### src/hdl/ifgc_params.svh
// constants of the gated pulse counter: offsets, fields, resets, timing
`ifndef IFGC_PARAMS_SVH
`define IFGC_PARAMS_SVH

`define IFGC_ADDR_W 8
`define IFGC_DATA_W 16
`define IFGC_COUNT_W 16

`define IFGC_OFS_CHAN_SEL 8'h20
`define IFGC_OFS_GATE_STAT 8'h21
`define IFGC_OFS_MODE_SEL 8'h22
`define IFGC_OFS_CONTROL 8'h23
`define IFGC_OFS_COUNT 8'h24

`define IFGC_CTL_CLEAR_POS 0
`define IFGC_CTL_START_POS 1
`define IFGC_STAT_OPEN_POS 0

`define IFGC_CHAN_SEL_RST 2'h0
`define IFGC_MODE_SEL_RST 4'h0
`define IFGC_COUNT_RST 16'h0000
`define IFGC_COUNT_MAX 16'hFFFF

`define IFGC_FUNC_PULSE 2'h0
`define IFGC_FUNC_AM 2'h1
`define IFGC_FUNC_FM_HALF 2'h2
`define IFGC_FUNC_FM_DIRECT 2'h3
`define IFGC_GCLK_OPEN 2'h3
`define IFGC_CHAN_PIN0 2'h1
`define IFGC_CHAN_PIN1 2'h2

`define IFGC_CLK_HZ 100000000
`define IFGC_REF_1K_HZ 1000
`define IFGC_REF_100K_HZ 100000
`define IFGC_REF_900K_HZ 900000
`define IFGC_CYC_1K (`IFGC_CLK_HZ / `IFGC_REF_1K_HZ)
`define IFGC_CYC_100K (`IFGC_CLK_HZ / `IFGC_REF_100K_HZ)
`define IFGC_CYC_900K (`IFGC_CLK_HZ / `IFGC_REF_900K_HZ)
`define IFGC_GATE_1MS 4'd1
`define IFGC_GATE_4MS 4'd4
`define IFGC_GATE_8MS 4'd8

`endif

### src/hdl/ifgc_pkg.sv
// types of the gated pulse counter
`include "ifgc_params.svh"
package ifgc_pkg;
    typedef struct packed {
        logic [`IFGC_ADDR_W-1:0] addr;
        logic [`IFGC_DATA_W-1:0] wdata;
        logic wr;
        logic rd;
    } ifgc_bus_req_type;

    typedef struct packed {
        logic [1:0] func;
        logic [1:0] gclk;
    } ifgc_mode_type;

    typedef enum logic [2:0] {
        ST_IDLE = 3'b000,
        ST_WAIT_TICK = 3'b001,
        ST_IF_OPEN = 3'b010,
        ST_PW_WAIT = 3'b011,
        ST_PW_OPEN = 3'b100
    } ifgc_state_type;
endpackage : ifgc_pkg

### src/hdl/ifgc_counter.sv
// gated pulse counter: timed frequency gate and pulse width gate
//
// Functional notes
// [RQ1] software runs only one function at once
// [RQ2] channel select: two bits, 11 prohibited
// [RQ3] counting starts only on start bit write; with gate clock field 11 outside pulse mode the code counts with no start
// [RQ4] clear bit one clears count; zero nothing
// [RQ5] start launches count; status marks gate end
// [RQ6] pulse mode status gives no end indication; the code clears the status when the pulse gate closes too
// [RQ7] one sixteen-bit binary up-counter for both
// [RQ8] frequency mode counts pin only while gated
// [RQ9] direct mode counts edges; halved mode halves
// [RQ10] pulse mode counts reference clock while gated
// [RQ11] count saturates at all ones until cleared
// [RQ12] count readable through data read port
// [RQ13] registers zero at reset; soft resets clear; on clock stop the code keeps the upper function bit
// [RQ14] timed gate 1/4/8 ms from next tick
// [RQ15] pulse gate from one rising edge to next
// [RQ16] gate clock field picks time or reference
//
// Strobed register access was left to the implementer.
`timescale 1ns/100ps
`default_nettype none
`include "ifgc_params.svh"
module ifgc_counter #(
    parameter int unsigned CYC_1K = `IFGC_CYC_1K,
    parameter int unsigned CYC_100K = `IFGC_CYC_100K,
    parameter int unsigned CYC_900K = `IFGC_CYC_900K,
    parameter int unsigned COUNT_W = `IFGC_COUNT_W
) (
    input wire logic clk,
    input wire logic sys_rst,
    input wire ifgc_pkg::ifgc_bus_req_type busReq,
    output logic [`IFGC_DATA_W-1:0] readData,
    input wire logic watchdogReset,
    input wire logic chipEnableReset,
    input wire logic clockStop,
    input wire logic fm_freq_input,
    input wire logic am_freq_input,
    input wire logic gate_pulse_pin0,
    input wire logic gate_pulse_pin1,
    output logic gateOpen,
    output logic gatePin0Used,
    output logic gatePin1Used
);
    import ifgc_pkg::*;

    initial begin
        if (COUNT_W != `IFGC_COUNT_W) begin
            $error("ifgc_counter: counter must be sixteen bits wide");
        end
        if (CYC_1K < CYC_100K || CYC_100K < CYC_900K) begin
            $error("ifgc_counter: reference periods out of order");
        end
    end

    function automatic logic [3:0] gate_ticks(input logic [1:0] gclk);
        case (gclk)
            2'h0: gate_ticks = `IFGC_GATE_1MS;
            2'h1: gate_ticks = `IFGC_GATE_4MS;
            default: gate_ticks = `IFGC_GATE_8MS;
        endcase
    endfunction : gate_ticks

    // register write decode, shared by every writable offset
    function automatic logic wr_hit(input ifgc_bus_req_type req,
        input logic [`IFGC_ADDR_W-1:0] ofs);
        wr_hit = req.wr && (req.addr == ofs);
    endfunction : wr_hit

    // reference ticks
    logic tick1k;
    logic tick100k;
    logic tick900k;

    ifgc_tick_gen #(.PERIOD(CYC_1K)) u_tick1k (
        .clk(clk),
        .sys_rst(sys_rst),
        .tick(tick1k)
    );
    ifgc_tick_gen #(.PERIOD(CYC_100K)) u_tick100k (
        .clk(clk),
        .sys_rst(sys_rst),
        .tick(tick100k)
    );
    ifgc_tick_gen #(.PERIOD(CYC_900K)) u_tick900k (
        .clk(clk),
        .sys_rst(sys_rst),
        .tick(tick900k)
    );

    // input edge detection
    logic [3:0] pinPrev;
    logic [3:0] next_pinPrev;
    logic fmRise;
    logic amRise;
    logic pin0Rise;
    logic pin1Rise;

    always_comb begin
        next_pinPrev = {gate_pulse_pin1, gate_pulse_pin0, am_freq_input, fm_freq_input};
    end

    always_ff @(posedge clk or posedge sys_rst) begin
        if (sys_rst) begin
            pinPrev <= 4'h0;
        end else begin
            pinPrev <= next_pinPrev;
        end
    end

    assign fmRise = fm_freq_input & ~pinPrev[0];
    assign amRise = am_freq_input & ~pinPrev[1];
    assign pin0Rise = gate_pulse_pin0 & ~pinPrev[2];
    assign pin1Rise = gate_pulse_pin1 & ~pinPrev[3];

    // register file
    logic [1:0] chanSel;
    logic [1:0] next_chanSel;
    ifgc_mode_type modeSel;
    ifgc_mode_type next_modeSel;
    logic [`IFGC_DATA_W-1:0] next_readData;
    logic next_gatePin0Used;
    logic next_gatePin1Used;
    logic startPulse;
    logic clearPulse;
    logic softReset;
    logic wrCtl;
    logic [COUNT_W-1:0] count;
    ifgc_state_type state;

    assign softReset = watchdogReset | chipEnableReset;
    assign wrCtl = wr_hit(busReq, `IFGC_OFS_CONTROL);
    assign startPulse = wrCtl && busReq.wdata[`IFGC_CTL_START_POS]; // [RQ3]
    assign clearPulse = wrCtl && busReq.wdata[`IFGC_CTL_CLEAR_POS]; // [RQ4]

    always_comb begin
        next_chanSel = chanSel;
        next_modeSel = modeSel;
        if (wr_hit(busReq, `IFGC_OFS_CHAN_SEL)) begin
            next_chanSel = busReq.wdata[1:0]; // [RQ2]
        end
        if (wr_hit(busReq, `IFGC_OFS_MODE_SEL)) begin
            next_modeSel = busReq.wdata[3:0]; // [RQ16]
        end
        if (softReset) begin
            next_chanSel = `IFGC_CHAN_SEL_RST; // [RQ13]
            next_modeSel = `IFGC_MODE_SEL_RST;
        end else if (clockStop) begin
            next_chanSel = `IFGC_CHAN_SEL_RST; // [RQ13]
            next_modeSel = {modeSel.func[1], 3'h0};
        end
        // pin use follows the values about to be registered
        next_gatePin0Used = (next_modeSel.func == `IFGC_FUNC_PULSE)
            && (next_chanSel == `IFGC_CHAN_PIN0);
        next_gatePin1Used = (next_modeSel.func == `IFGC_FUNC_PULSE)
            && (next_chanSel == `IFGC_CHAN_PIN1);
        // unmapped and write-only offsets read as zero
        next_readData = '0;
        if (busReq.rd) begin
            case (busReq.addr)
                `IFGC_OFS_CHAN_SEL: next_readData = {14'h0000, chanSel}; // [RQ2]
                `IFGC_OFS_GATE_STAT: next_readData = {15'h0000, gateOpen}; // [RQ5]
                `IFGC_OFS_MODE_SEL: next_readData = {12'h000, modeSel};
                `IFGC_OFS_COUNT: next_readData = count; // [RQ12]
                default: next_readData = '0;
            endcase
        end
    end

    always_ff @(posedge clk or posedge sys_rst) begin
        if (sys_rst) begin
            chanSel <= `IFGC_CHAN_SEL_RST; // [RQ13]
            modeSel <= `IFGC_MODE_SEL_RST;
            readData <= '0;
            gatePin0Used <= 1'b0;
            gatePin1Used <= 1'b0;
        end else begin
            chanSel <= next_chanSel;
            modeSel <= next_modeSel;
            readData <= next_readData;
            gatePin0Used <= next_gatePin0Used;
            gatePin1Used <= next_gatePin1Used;
        end
    end

    // gate control
    ifgc_state_type next_state;
    logic [3:0] msLeft;
    logic [3:0] next_msLeft;
    logic next_gateOpen;
    logic pulseFunc;
    logic openGate;
    logic selPinRise;
    logic gateLive;

    assign pulseFunc = (modeSel.func == `IFGC_FUNC_PULSE); // [RQ1]
    assign openGate = !pulseFunc && (modeSel.gclk == `IFGC_GCLK_OPEN);
    assign selPinRise = (chanSel == `IFGC_CHAN_PIN0) ? pin0Rise :
        (chanSel == `IFGC_CHAN_PIN1) ? pin1Rise : 1'b0; // [RQ2]

    always_comb begin
        next_state = state;
        next_msLeft = msLeft;
        case (state)
            ST_IDLE: begin
                if (startPulse && !openGate) begin
                    next_state = pulseFunc ? ST_PW_WAIT : ST_WAIT_TICK; // [RQ3]
                end
            end
            ST_WAIT_TICK: begin
                if (tick1k) begin
                    next_state = ST_IF_OPEN; // [RQ14]
                    next_msLeft = gate_ticks(modeSel.gclk); // [RQ16]
                end
            end
            ST_IF_OPEN: begin
                if (tick1k) begin
                    next_msLeft = msLeft - 4'd1;
                    if (msLeft == 4'd1) begin
                        next_state = ST_IDLE; // [RQ14]
                    end
                end
            end
            ST_PW_WAIT: begin
                if (selPinRise) begin
                    next_state = ST_PW_OPEN; // [RQ15]
                end
            end
            ST_PW_OPEN: begin
                if (selPinRise) begin
                    next_state = ST_IDLE; // [RQ15]
                end
            end
            default: next_state = ST_IDLE;
        endcase
        if (softReset || clockStop || (state != ST_IDLE && openGate)) begin
            next_state = ST_IDLE;
        end
        // status holds from start until the gate closes, in both functions
        next_gateOpen = (next_state != ST_IDLE); // [RQ5] [RQ6]
    end

    always_ff @(posedge clk or posedge sys_rst) begin
        if (sys_rst) begin
            state <= ST_IDLE;
            msLeft <= 4'h0;
            gateOpen <= 1'b0;
        end else begin
            state <= next_state;
            msLeft <= next_msLeft;
            gateOpen <= next_gateOpen;
        end
    end

    // counting
    logic halfPhase;
    logic next_halfPhase;
    logic [COUNT_W-1:0] next_count;
    logic countEvent;
    logic refTick;

    always_comb begin
        case (modeSel.gclk)
            2'h0: refTick = tick1k; // [RQ16]
            2'h1: refTick = tick100k;
            2'h2: refTick = tick900k;
            default: refTick = 1'b0;
        endcase
        gateLive = (state == ST_IF_OPEN) || openGate; // [RQ8]
        next_halfPhase = halfPhase;
        countEvent = 1'b0;
        if (pulseFunc) begin
            countEvent = (state == ST_PW_OPEN) && refTick; // [RQ10]
        end else if (gateLive) begin
            case (modeSel.func)
                `IFGC_FUNC_AM: countEvent = amRise; // [RQ9]
                `IFGC_FUNC_FM_HALF: begin
                    countEvent = fmRise && halfPhase; // [RQ9]
                    next_halfPhase = halfPhase ^ fmRise;
                end
                default: countEvent = fmRise; // [RQ9]
            endcase
        end
        if (startPulse) begin
            next_halfPhase = 1'b0;
        end
        next_count = count;
        if (countEvent && count != `IFGC_COUNT_MAX) begin
            next_count = count + 16'h0001; // [RQ7] [RQ11]
        end
        if (clearPulse) begin
            next_count = `IFGC_COUNT_RST; // [RQ4]
        end
    end

    always_ff @(posedge clk or posedge sys_rst) begin
        if (sys_rst) begin
            halfPhase <= 1'b0;
            count <= `IFGC_COUNT_RST;
        end else begin
            halfPhase <= next_halfPhase;
            count <= next_count;
        end
    end
endmodule : ifgc_counter
`default_nettype wire

### src/hdl/ifgc_tick_gen.sv
// free running divider giving a one-cycle tick every PERIOD clocks
`timescale 1ns/100ps
`default_nettype none
module ifgc_tick_gen #(
    parameter int unsigned PERIOD = 100
) (
    input wire logic clk,
    input wire logic sys_rst,
    output logic tick
);
    localparam int unsigned CW = (PERIOD > 1) ? $clog2(PERIOD) : 1;
    localparam logic [CW-1:0] LAST = CW'(PERIOD - 1);

    logic [CW-1:0] count;
    logic [CW-1:0] next_count;
    logic next_tick;

    initial begin
        if (PERIOD < 2) begin
            $error("ifgc_tick_gen: PERIOD must be at least 2");
        end
    end

    always_comb begin
        next_tick = (count == LAST);
        next_count = next_tick ? '0 : count + CW'(1);
    end

    always_ff @(posedge clk or posedge sys_rst) begin
        if (sys_rst) begin
            count <= '0;
            tick <= 1'b0;
        end else begin
            count <= next_count;
            tick <= next_tick;
        end
    end
endmodule : ifgc_tick_gen
`default_nettype wire

### config.mk
export PLATFORM = sky130hd
export DESIGN_NAME = ifgc_counter
export DESIGN_NICKNAME = d
export VERILOG_FILES = /design/src/hdl/ifgc_pkg.sv /design/src/hdl/ifgc_counter.sv /design/src/hdl/ifgc_tick_gen.sv
export VERILOG_INCLUDE_DIRS = /design/src /design/src/hdl
export SDC_FILE = /design/constraint.sdc
export NUM_CORES = 1
export LEC_CHECK = 0
export ABC_CLOCK_PERIOD_IN_PS = 6500
export BUFFER_PORTS_ARGS = -buffer_cell sky130_fd_sc_hd__buf_2
export CORE_MARGIN = 1
export CORE_UTILIZATION = 41
export CTS_BUF_LIST = sky130_fd_sc_hd__clkbuf_8
export DETAILED_ROUTE_END_ITERATION = 12
export GPL_TIMING_DRIVEN = 1
export SLEW_MARGIN = 20
export SYNTH_ARGS = -nofsm -noshare
export SYNTH_HDL_FRONTEND = slang
export SYNTH_SLANG_ARGS = --single-unit
### constraint.sdc
create_clock -name clk -period 6.5 [get_ports clk]
set_input_delay 0.325 -clock clk [delete_from_list [all_inputs] [get_ports clk]]
set_output_delay 0.325 -clock clk [all_outputs]
set_load 0.02 [all_outputs]
=== Yosys cells after proc, flatten, opt, wreduce, memory -nomap -nowiden ===
Cells that the tools add are included.

* Muxes and demuxes: 36
* Reduce and logical (&&, ||, !) cells: 31
* $mul: 0
* Bitwise logic cells: 10
* Shifts and indexed selects: 0
* Equal/unequal tests: 26
* Add/sub/neg operators: 5
* $lt $le $gt $ge: 0
* Div/mod/pow operators: 0

{| class="wikitable"
|+ Operators by type and width
! kind !! count
|-
| 16-bit one-hot mux with 4 select lines || 1
|-
| 16-bit 2-to-1 mux || 3
|-
| 8-bit by 6-bit == test with 1-bit output (second input constant) || 5
|-
| 3-bit 2-to-1 mux || 7
|-
| 4-bit 2-to-1 mux || 5
|-
| 17-bit by 1-bit adder with 17-bit output (second input constant) || 1
|-
| 17-bit == test (second input constant) || 1
|-
| 17-bit 2-to-1 mux || 1
|-
| 16-bit by 1-bit adder with 16-bit output (second input constant) || 1
|-
| 16-bit != test (second input constant) || 1
|-
| 4-bit one-hot mux with 2 select lines || 2
|-
| 3-bit one-hot mux with 5 select lines || 1
|-
| 1-bit logical AND || 13
|-
| 10-bit by 1-bit adder with 10-bit output (second input constant) || 1
|-
| 10-bit == test (second input constant) || 1
|-
| 2-bit == test (second input constant) || 5
|-
| 10-bit 2-to-1 mux || 1
|-
| 3-bit nonzero test || 3
|-
| 2-bit by 1-bit == test with 1-bit output (second input constant) || 4
|-
| 1-bit 2-to-1 mux || 8
|-
| 2-bit 2-to-1 mux || 4
|-
| 2-bit nonzero test || 4
|-
| 7-bit by 1-bit adder with 7-bit output (second input constant) || 1
|-
| 7-bit == test (second input constant) || 1
|-
| other kinds (19) || 33
|}

* RAM bits: 0
* Word-level logic and storage cells: 126
* Register bits after elaboration: 90
* Memory bits (read-only): 0
* Memories: 0
* Input bits: 35
* Output and inout port bits: 19
* Bits in latches: 0

=== Logic depth before layout (Yosys ltp) ===
* Depth in word-level cells: 9
* Mapped depth: 8
* Depth with buffers taken out: 7

=== Hierarchy ===
From an unflattened synthesis, not the netlist that was laid out.

* Cells, all modules: 437
* Area, all modules: 4539.4 µm²

{| class="wikitable"
|+ By module, submodules not included
! module !! area each (µm²) !! times used !! sequential area each (µm²) !! cells an instance
|-
| ifgc_counter || 2785.2 || 1 || 1326.3 || 279
|-
| ifgc_tick_gen at u_tick1k || 850.8 || 1 || 450.4 || 76
|-
| ifgc_tick_gen at u_tick100k || 531.8 || 1 || 275.3 || 48
|-
| ifgc_tick_gen at u_tick900k || 371.6 || 1 || 200.2 || 34
|}

=== Worst setup path after synthesis ===
Ideal clock, no wire load.

* Path kind: reg-to-reg
* Start point: register modeSel[2] (netlist bit)
* End point: register count[7]
* Period minus slack after synthesis: 1.857 ns
* Setup time: 0.119 ns
* Data required time: 6.381 ns
* Arrival time: 1.738 ns
* Path slack: 4.643 ns
* Buffers on the path: 1
* Cell stages (with the launch flop): 9
* Cells stage by stage: dfrtp_1 -> inv_1 -> ha_1 -> a21boi_0 -> a2bb2oi_2 -> a22oi_4 -> buf_6 -> o31a_1 -> o21a_1

* Word-level cells in the longest chain between the ends: 8
* Elaborated cells between the ends (all ways): 11
* Those cells by class: 2 x eq/ne; 3 x mux; 6 x reduce/logical

{| class="wikitable"
|+ Ends and longest elaborated chain
! item !! line !! text
|-
| start, declared || ifgc_counter.sv:120 || <nowiki>ifgc_mode_type modeSel;</nowiki>
|-
| start signal, assigned || ifgc_counter.sv:174 || <nowiki>modeSel <= `IFGC_MODE_SEL_RST;</nowiki>
|-
| start signal, assigned || ifgc_counter.sv:180 || <nowiki>modeSel <= next_modeSel;</nowiki>
|-
| parallel branches: the longest is 5 deep, another holds 2-bit == test || - ||
|-
| 1-bit 2-to-1 mux * || ifgc_counter.sv:273 || <nowiki>if (pulseFunc) begin</nowiki>
|-
| 1-bit logical AND (no source line) * || - ||
|-
| 2-bit nonzero test (no source line) * || - ||
|-
| end signal, assigned || ifgc_counter.sv:300 || <nowiki>count <= `IFGC_COUNT_RST;</nowiki>
|-
| end signal, assigned || ifgc_counter.sv:303 || <nowiki>count <= next_count;</nowiki>
|-
| end, declared || ifgc_counter.sv:129 || <nowiki>logic [COUNT_W-1:0] count;</nowiki>
|}

Mark *: on every way between the ends.
A chain may end at the register's enable or synchronous reset.

=== Worst setup path after layout ===
* Start point: register modeSel[2] (netlist bit)
* End point: register count[8]

Same word-level chain as after synthesis.

==> impl_metrics.env <==
export IMPL_hold_ws_ps=73.3
export IMPL_yosys_warnings=0
export IMPL_antenna_found_initial=0
export IMPL_status="finished, final reports clean"
export IMPL_cp_start_kind="flip-flop"
export IMPL_track_usage_pct=17.4
export IMPL_grt_ovfl_total=0
export IMPL_slew_viol_final=0
export IMPL_synth_edff_count=0
export IMPL_synth_top_cell_area_share_pct=50.4
export IMPL_cts_resized=0
export IMPL_drive_gt1_share_pct=14.7
export IMPL_clock_sinks=90
export IMPL_drc=0
export IMPL_wire_per_inst_um=14.7
export IMPL_tightest_slew_ps=831
export IMPL_yosysSeqAreaShare_pct=50.4
export IMPL_final_setup_viol_count=0
export IMPL_synthDistinctLibCells=64
export IMPL_syn_avg_cell_area_sq_um=10.2
export IMPL_initial_core_util_pct=42.7
export IMPL_cts_tree="done"
export IMPL_synthArstFlopShare_pct=100
export IMPL_drt_iter0_drc=162
export IMPL_worstSetupPathType="reg2reg"
export IMPL_yosys_top_cells_area="dfrtp_1, nor2_1, and3_1, ha_1, a21oi_1"
export IMPL_fin_crit_ps=2280
export IMPL_clk_insertion_delay_late_ps=370
export IMPL_syn2layout_area_growth_pct=11.6
export IMPL_portBuffers=41
export IMPL_ir_drop_mv=0.0830
export IMPL_h_tree_depth=3
export IMPL_synthesis_area_sq_um=4470
export IMPL_rsz0062_at_grt="no"
export IMPL_cts_root_buf="clkbuf_8"
export IMPL_synth_area_leader_cell="dfrtp_1"
export IMPL_critical_path_required_ps=6800
export IMPL_synth_net_count=484
export IMPL_dieArea_sq_um=11300
export IMPL_max_slew_margin_rel_pct=44.6
export IMPL_grt_pass1_wl_mm=15.5
export IMPL_endpoint_kind="flip-flop"
export IMPL_skew_ps=8.89
export IMPL_final_net_count=524
export IMPL_clk_pin_slew_ps=90
export IMPL_finalSetupTns_ps=0
export IMPL_dr_pass1_iters=6
export IMPL_synth_ff_type="dfrtp_1"
export IMPL_cts_buffer_depth=2
export IMPL_routed_wl_mm=9.10
export IMPL_fin_crit_sh_pct=35.2
export IMPL_place_congestion=0.804
export IMPL_pin_count=54
export IMPL_hold_violations=0
export IMPL_die_height_um=106
export IMPL_ys_ff_latch=90
export IMPL_dieWidth_um=106
export IMPL_ant_nets=0
export IMPL_core_sq_um=10500
export IMPL_pwr_density_cell_nw_per_um2=192
export IMPL_row_count=37
export IMPL_numCtsBuffers=9
export IMPL_via_per_inst=5.44
export IMPL_hold_path_class="in2reg"
export IMPL_max_freq_ghz=0.438
export IMPL_crit_path_max_fanout=28
export IMPL_grt_max_degree=67
export IMPL_vias=3367
export IMPL_diodes=0
export IMPL_reg2reg_slack_ps=4220
export IMPL_dpl_hpwl_mm=6.19
export IMPL_power_leakage_uw=0.00227
export IMPL_grt_pass1_vias=3254
export IMPL_crit_arrival_ps=2580
export IMPL_netlist_instances=438
export IMPL_maxCapViolations=0
## final timing paths
path / end / cells after the start / start
setup reg to reg: count[8]$_DFFE_PP0P_ / 7 / modeSel[2]$_DFF_PP0_
hold reg to reg: u_tick100k.count[0]$_DFF_PP0_ / 1 / u_tick100k.count[0]$_DFF_PP0_
min in group asynchronous: u_tick1k.count[9]$_DFF_PP0_ / 3 / sys_rst
hold / removal: pinPrev[0]$_DFF_PP0_ / 1 / fm_freq_input
max in group asynchronous: pinPrev[2]$_DFF_PP0_ / 4 / sys_rst
setup / recovery: count[8]$_DFFE_PP0P_ / 7 / modeSel[2]$_DFF_PP0_
## timing repair
item	4_1_cts	5_1_grt
endpoints found under the hold margin	24	0
setup buffers	0	0
hold buffers	1	0
## sequential cells by signal, indices dropped and copies added, names as in the netlist
register          flops
gatePin0Used          1
state                 3
count                16
u_tick1k.count       17
msLeft                4
gateOpen              1
chanSel               2
u_tick900k.count      7
u_tick900k.tick       1
u_tick100k.count     10
pinPrev               4
u_tick100k.tick       1
gatePin1Used          1
modeSel               4
readData             16
u_tick1k.tick         1
halfPhase             1
## cells by family (layout without fill, tap and decap cells)
kind of cell | Yosys count | count (layout) | synth area share [%]
flops | 90 | 90 | 50.4
xor+xnor | 22 | 22 | 4.31
mux | 14 | 14 | 3.19
compound gates | 77 | 77 | 11.7
buf+inv | 25 | 70 | 2.35
fa+ha+maj | 12 | 12 | 3.30
simple gates | 198 | 198 | 24.8
## worst max-delay path: stages (launching register included)
cell and delay, ps:
dfrtp_1 430, inv_1 90, ha_1 330, a21boi_0 150, a2bb2oi_2 270, a22oi_4 220, or4_1 550, a21oi_1 160
## metrics by stage
stage	instance area [sq um]	worst slack [ps]	power [uW]	utilization [%]	cells
floorplan	4470	3840	589	-	438
global placement	4800	4300	603	45.8	602
detailed placement	4800	4210	604	45.8	602
CTS	4990	4190	968	47.7	619
global route	4990	4060	998	47.7	619
finish	4990	4220	958	47.7	619
## area by class of cell
| cell class | instances | area (sq um) |
|---|---|---|
| fill | 990 | 5470 |
| clock buffer | 10 | 138 |
| timing repair buffer | 44 | 230 |
| inverter | 10 | 38.8 |
| clock inverter | 6 | 47.5 |
| multi-input combinational | 323 | 2110 |
| tap | 136 | 170 |
| sequential | 90 | 2250 |
## layout by cell type (no fill, tap or decap), types with 11 or more instances in the layout
cell      n
nand3_1  20
mux2i_1  12
o21ai_0  11
xnor2_1  11
a21oi_1  26
and3_1   25
nor3_1   12
ha_1     11
nand4_1  14
buf_2    41
nor2_1   43
dfrtp_1  90
xor2_1   11
nand2_1  21
## synth_stat cells, types with 2 or more instances
cell and count:
nor4_2 2, dfrtp_1 90, a32oi_1 3, and2_1 2
a21o_1 2, and3_1 25, mux2i_1 12, and4_1 2
nand2_1 21, nor3_1 12, ha_1 11, a22o_1 2
buf_2 3, nand4_1 14, o21ai_1 3, or4_1 8
a31oi_1 2, o31ai_1 10, o21ai_0 11, inv_1 10
nand3_1 20, nand3b_1 8, or2_2 2, or3b_1 2
o2111ai_1 2, nor4bb_1 2, nor4_1 3, clkbuf_1 10
a21oi_1 26, nand2b_1 6, xor2_1 11, nor2_1 43
or3_1 10, nand4b_1 2, nor2b_1 6, and3b_1 2
xnor2_1 11
## routing by layer
| metal | share of wire [%] | up-vias | track usage (%) |
|---|---|---|---|
| met5 | 0 | - | 0 |
| met4 | 1.9 | 0 | 8.41 |
| met3 | 3.7 | 10 | 2.76 |
| met2 | 46 | 67 | 27.3 |
| met1 | 49 | 1616 | 23.4 |
| li1 | - | 1674 | - |
## report_power, final
part	internal, uW	switching, uW
clock	153	213
combinational	9.25	21.5
sequential	561	0.493
No activity file was read; power rests on OpenSTA's default activity.
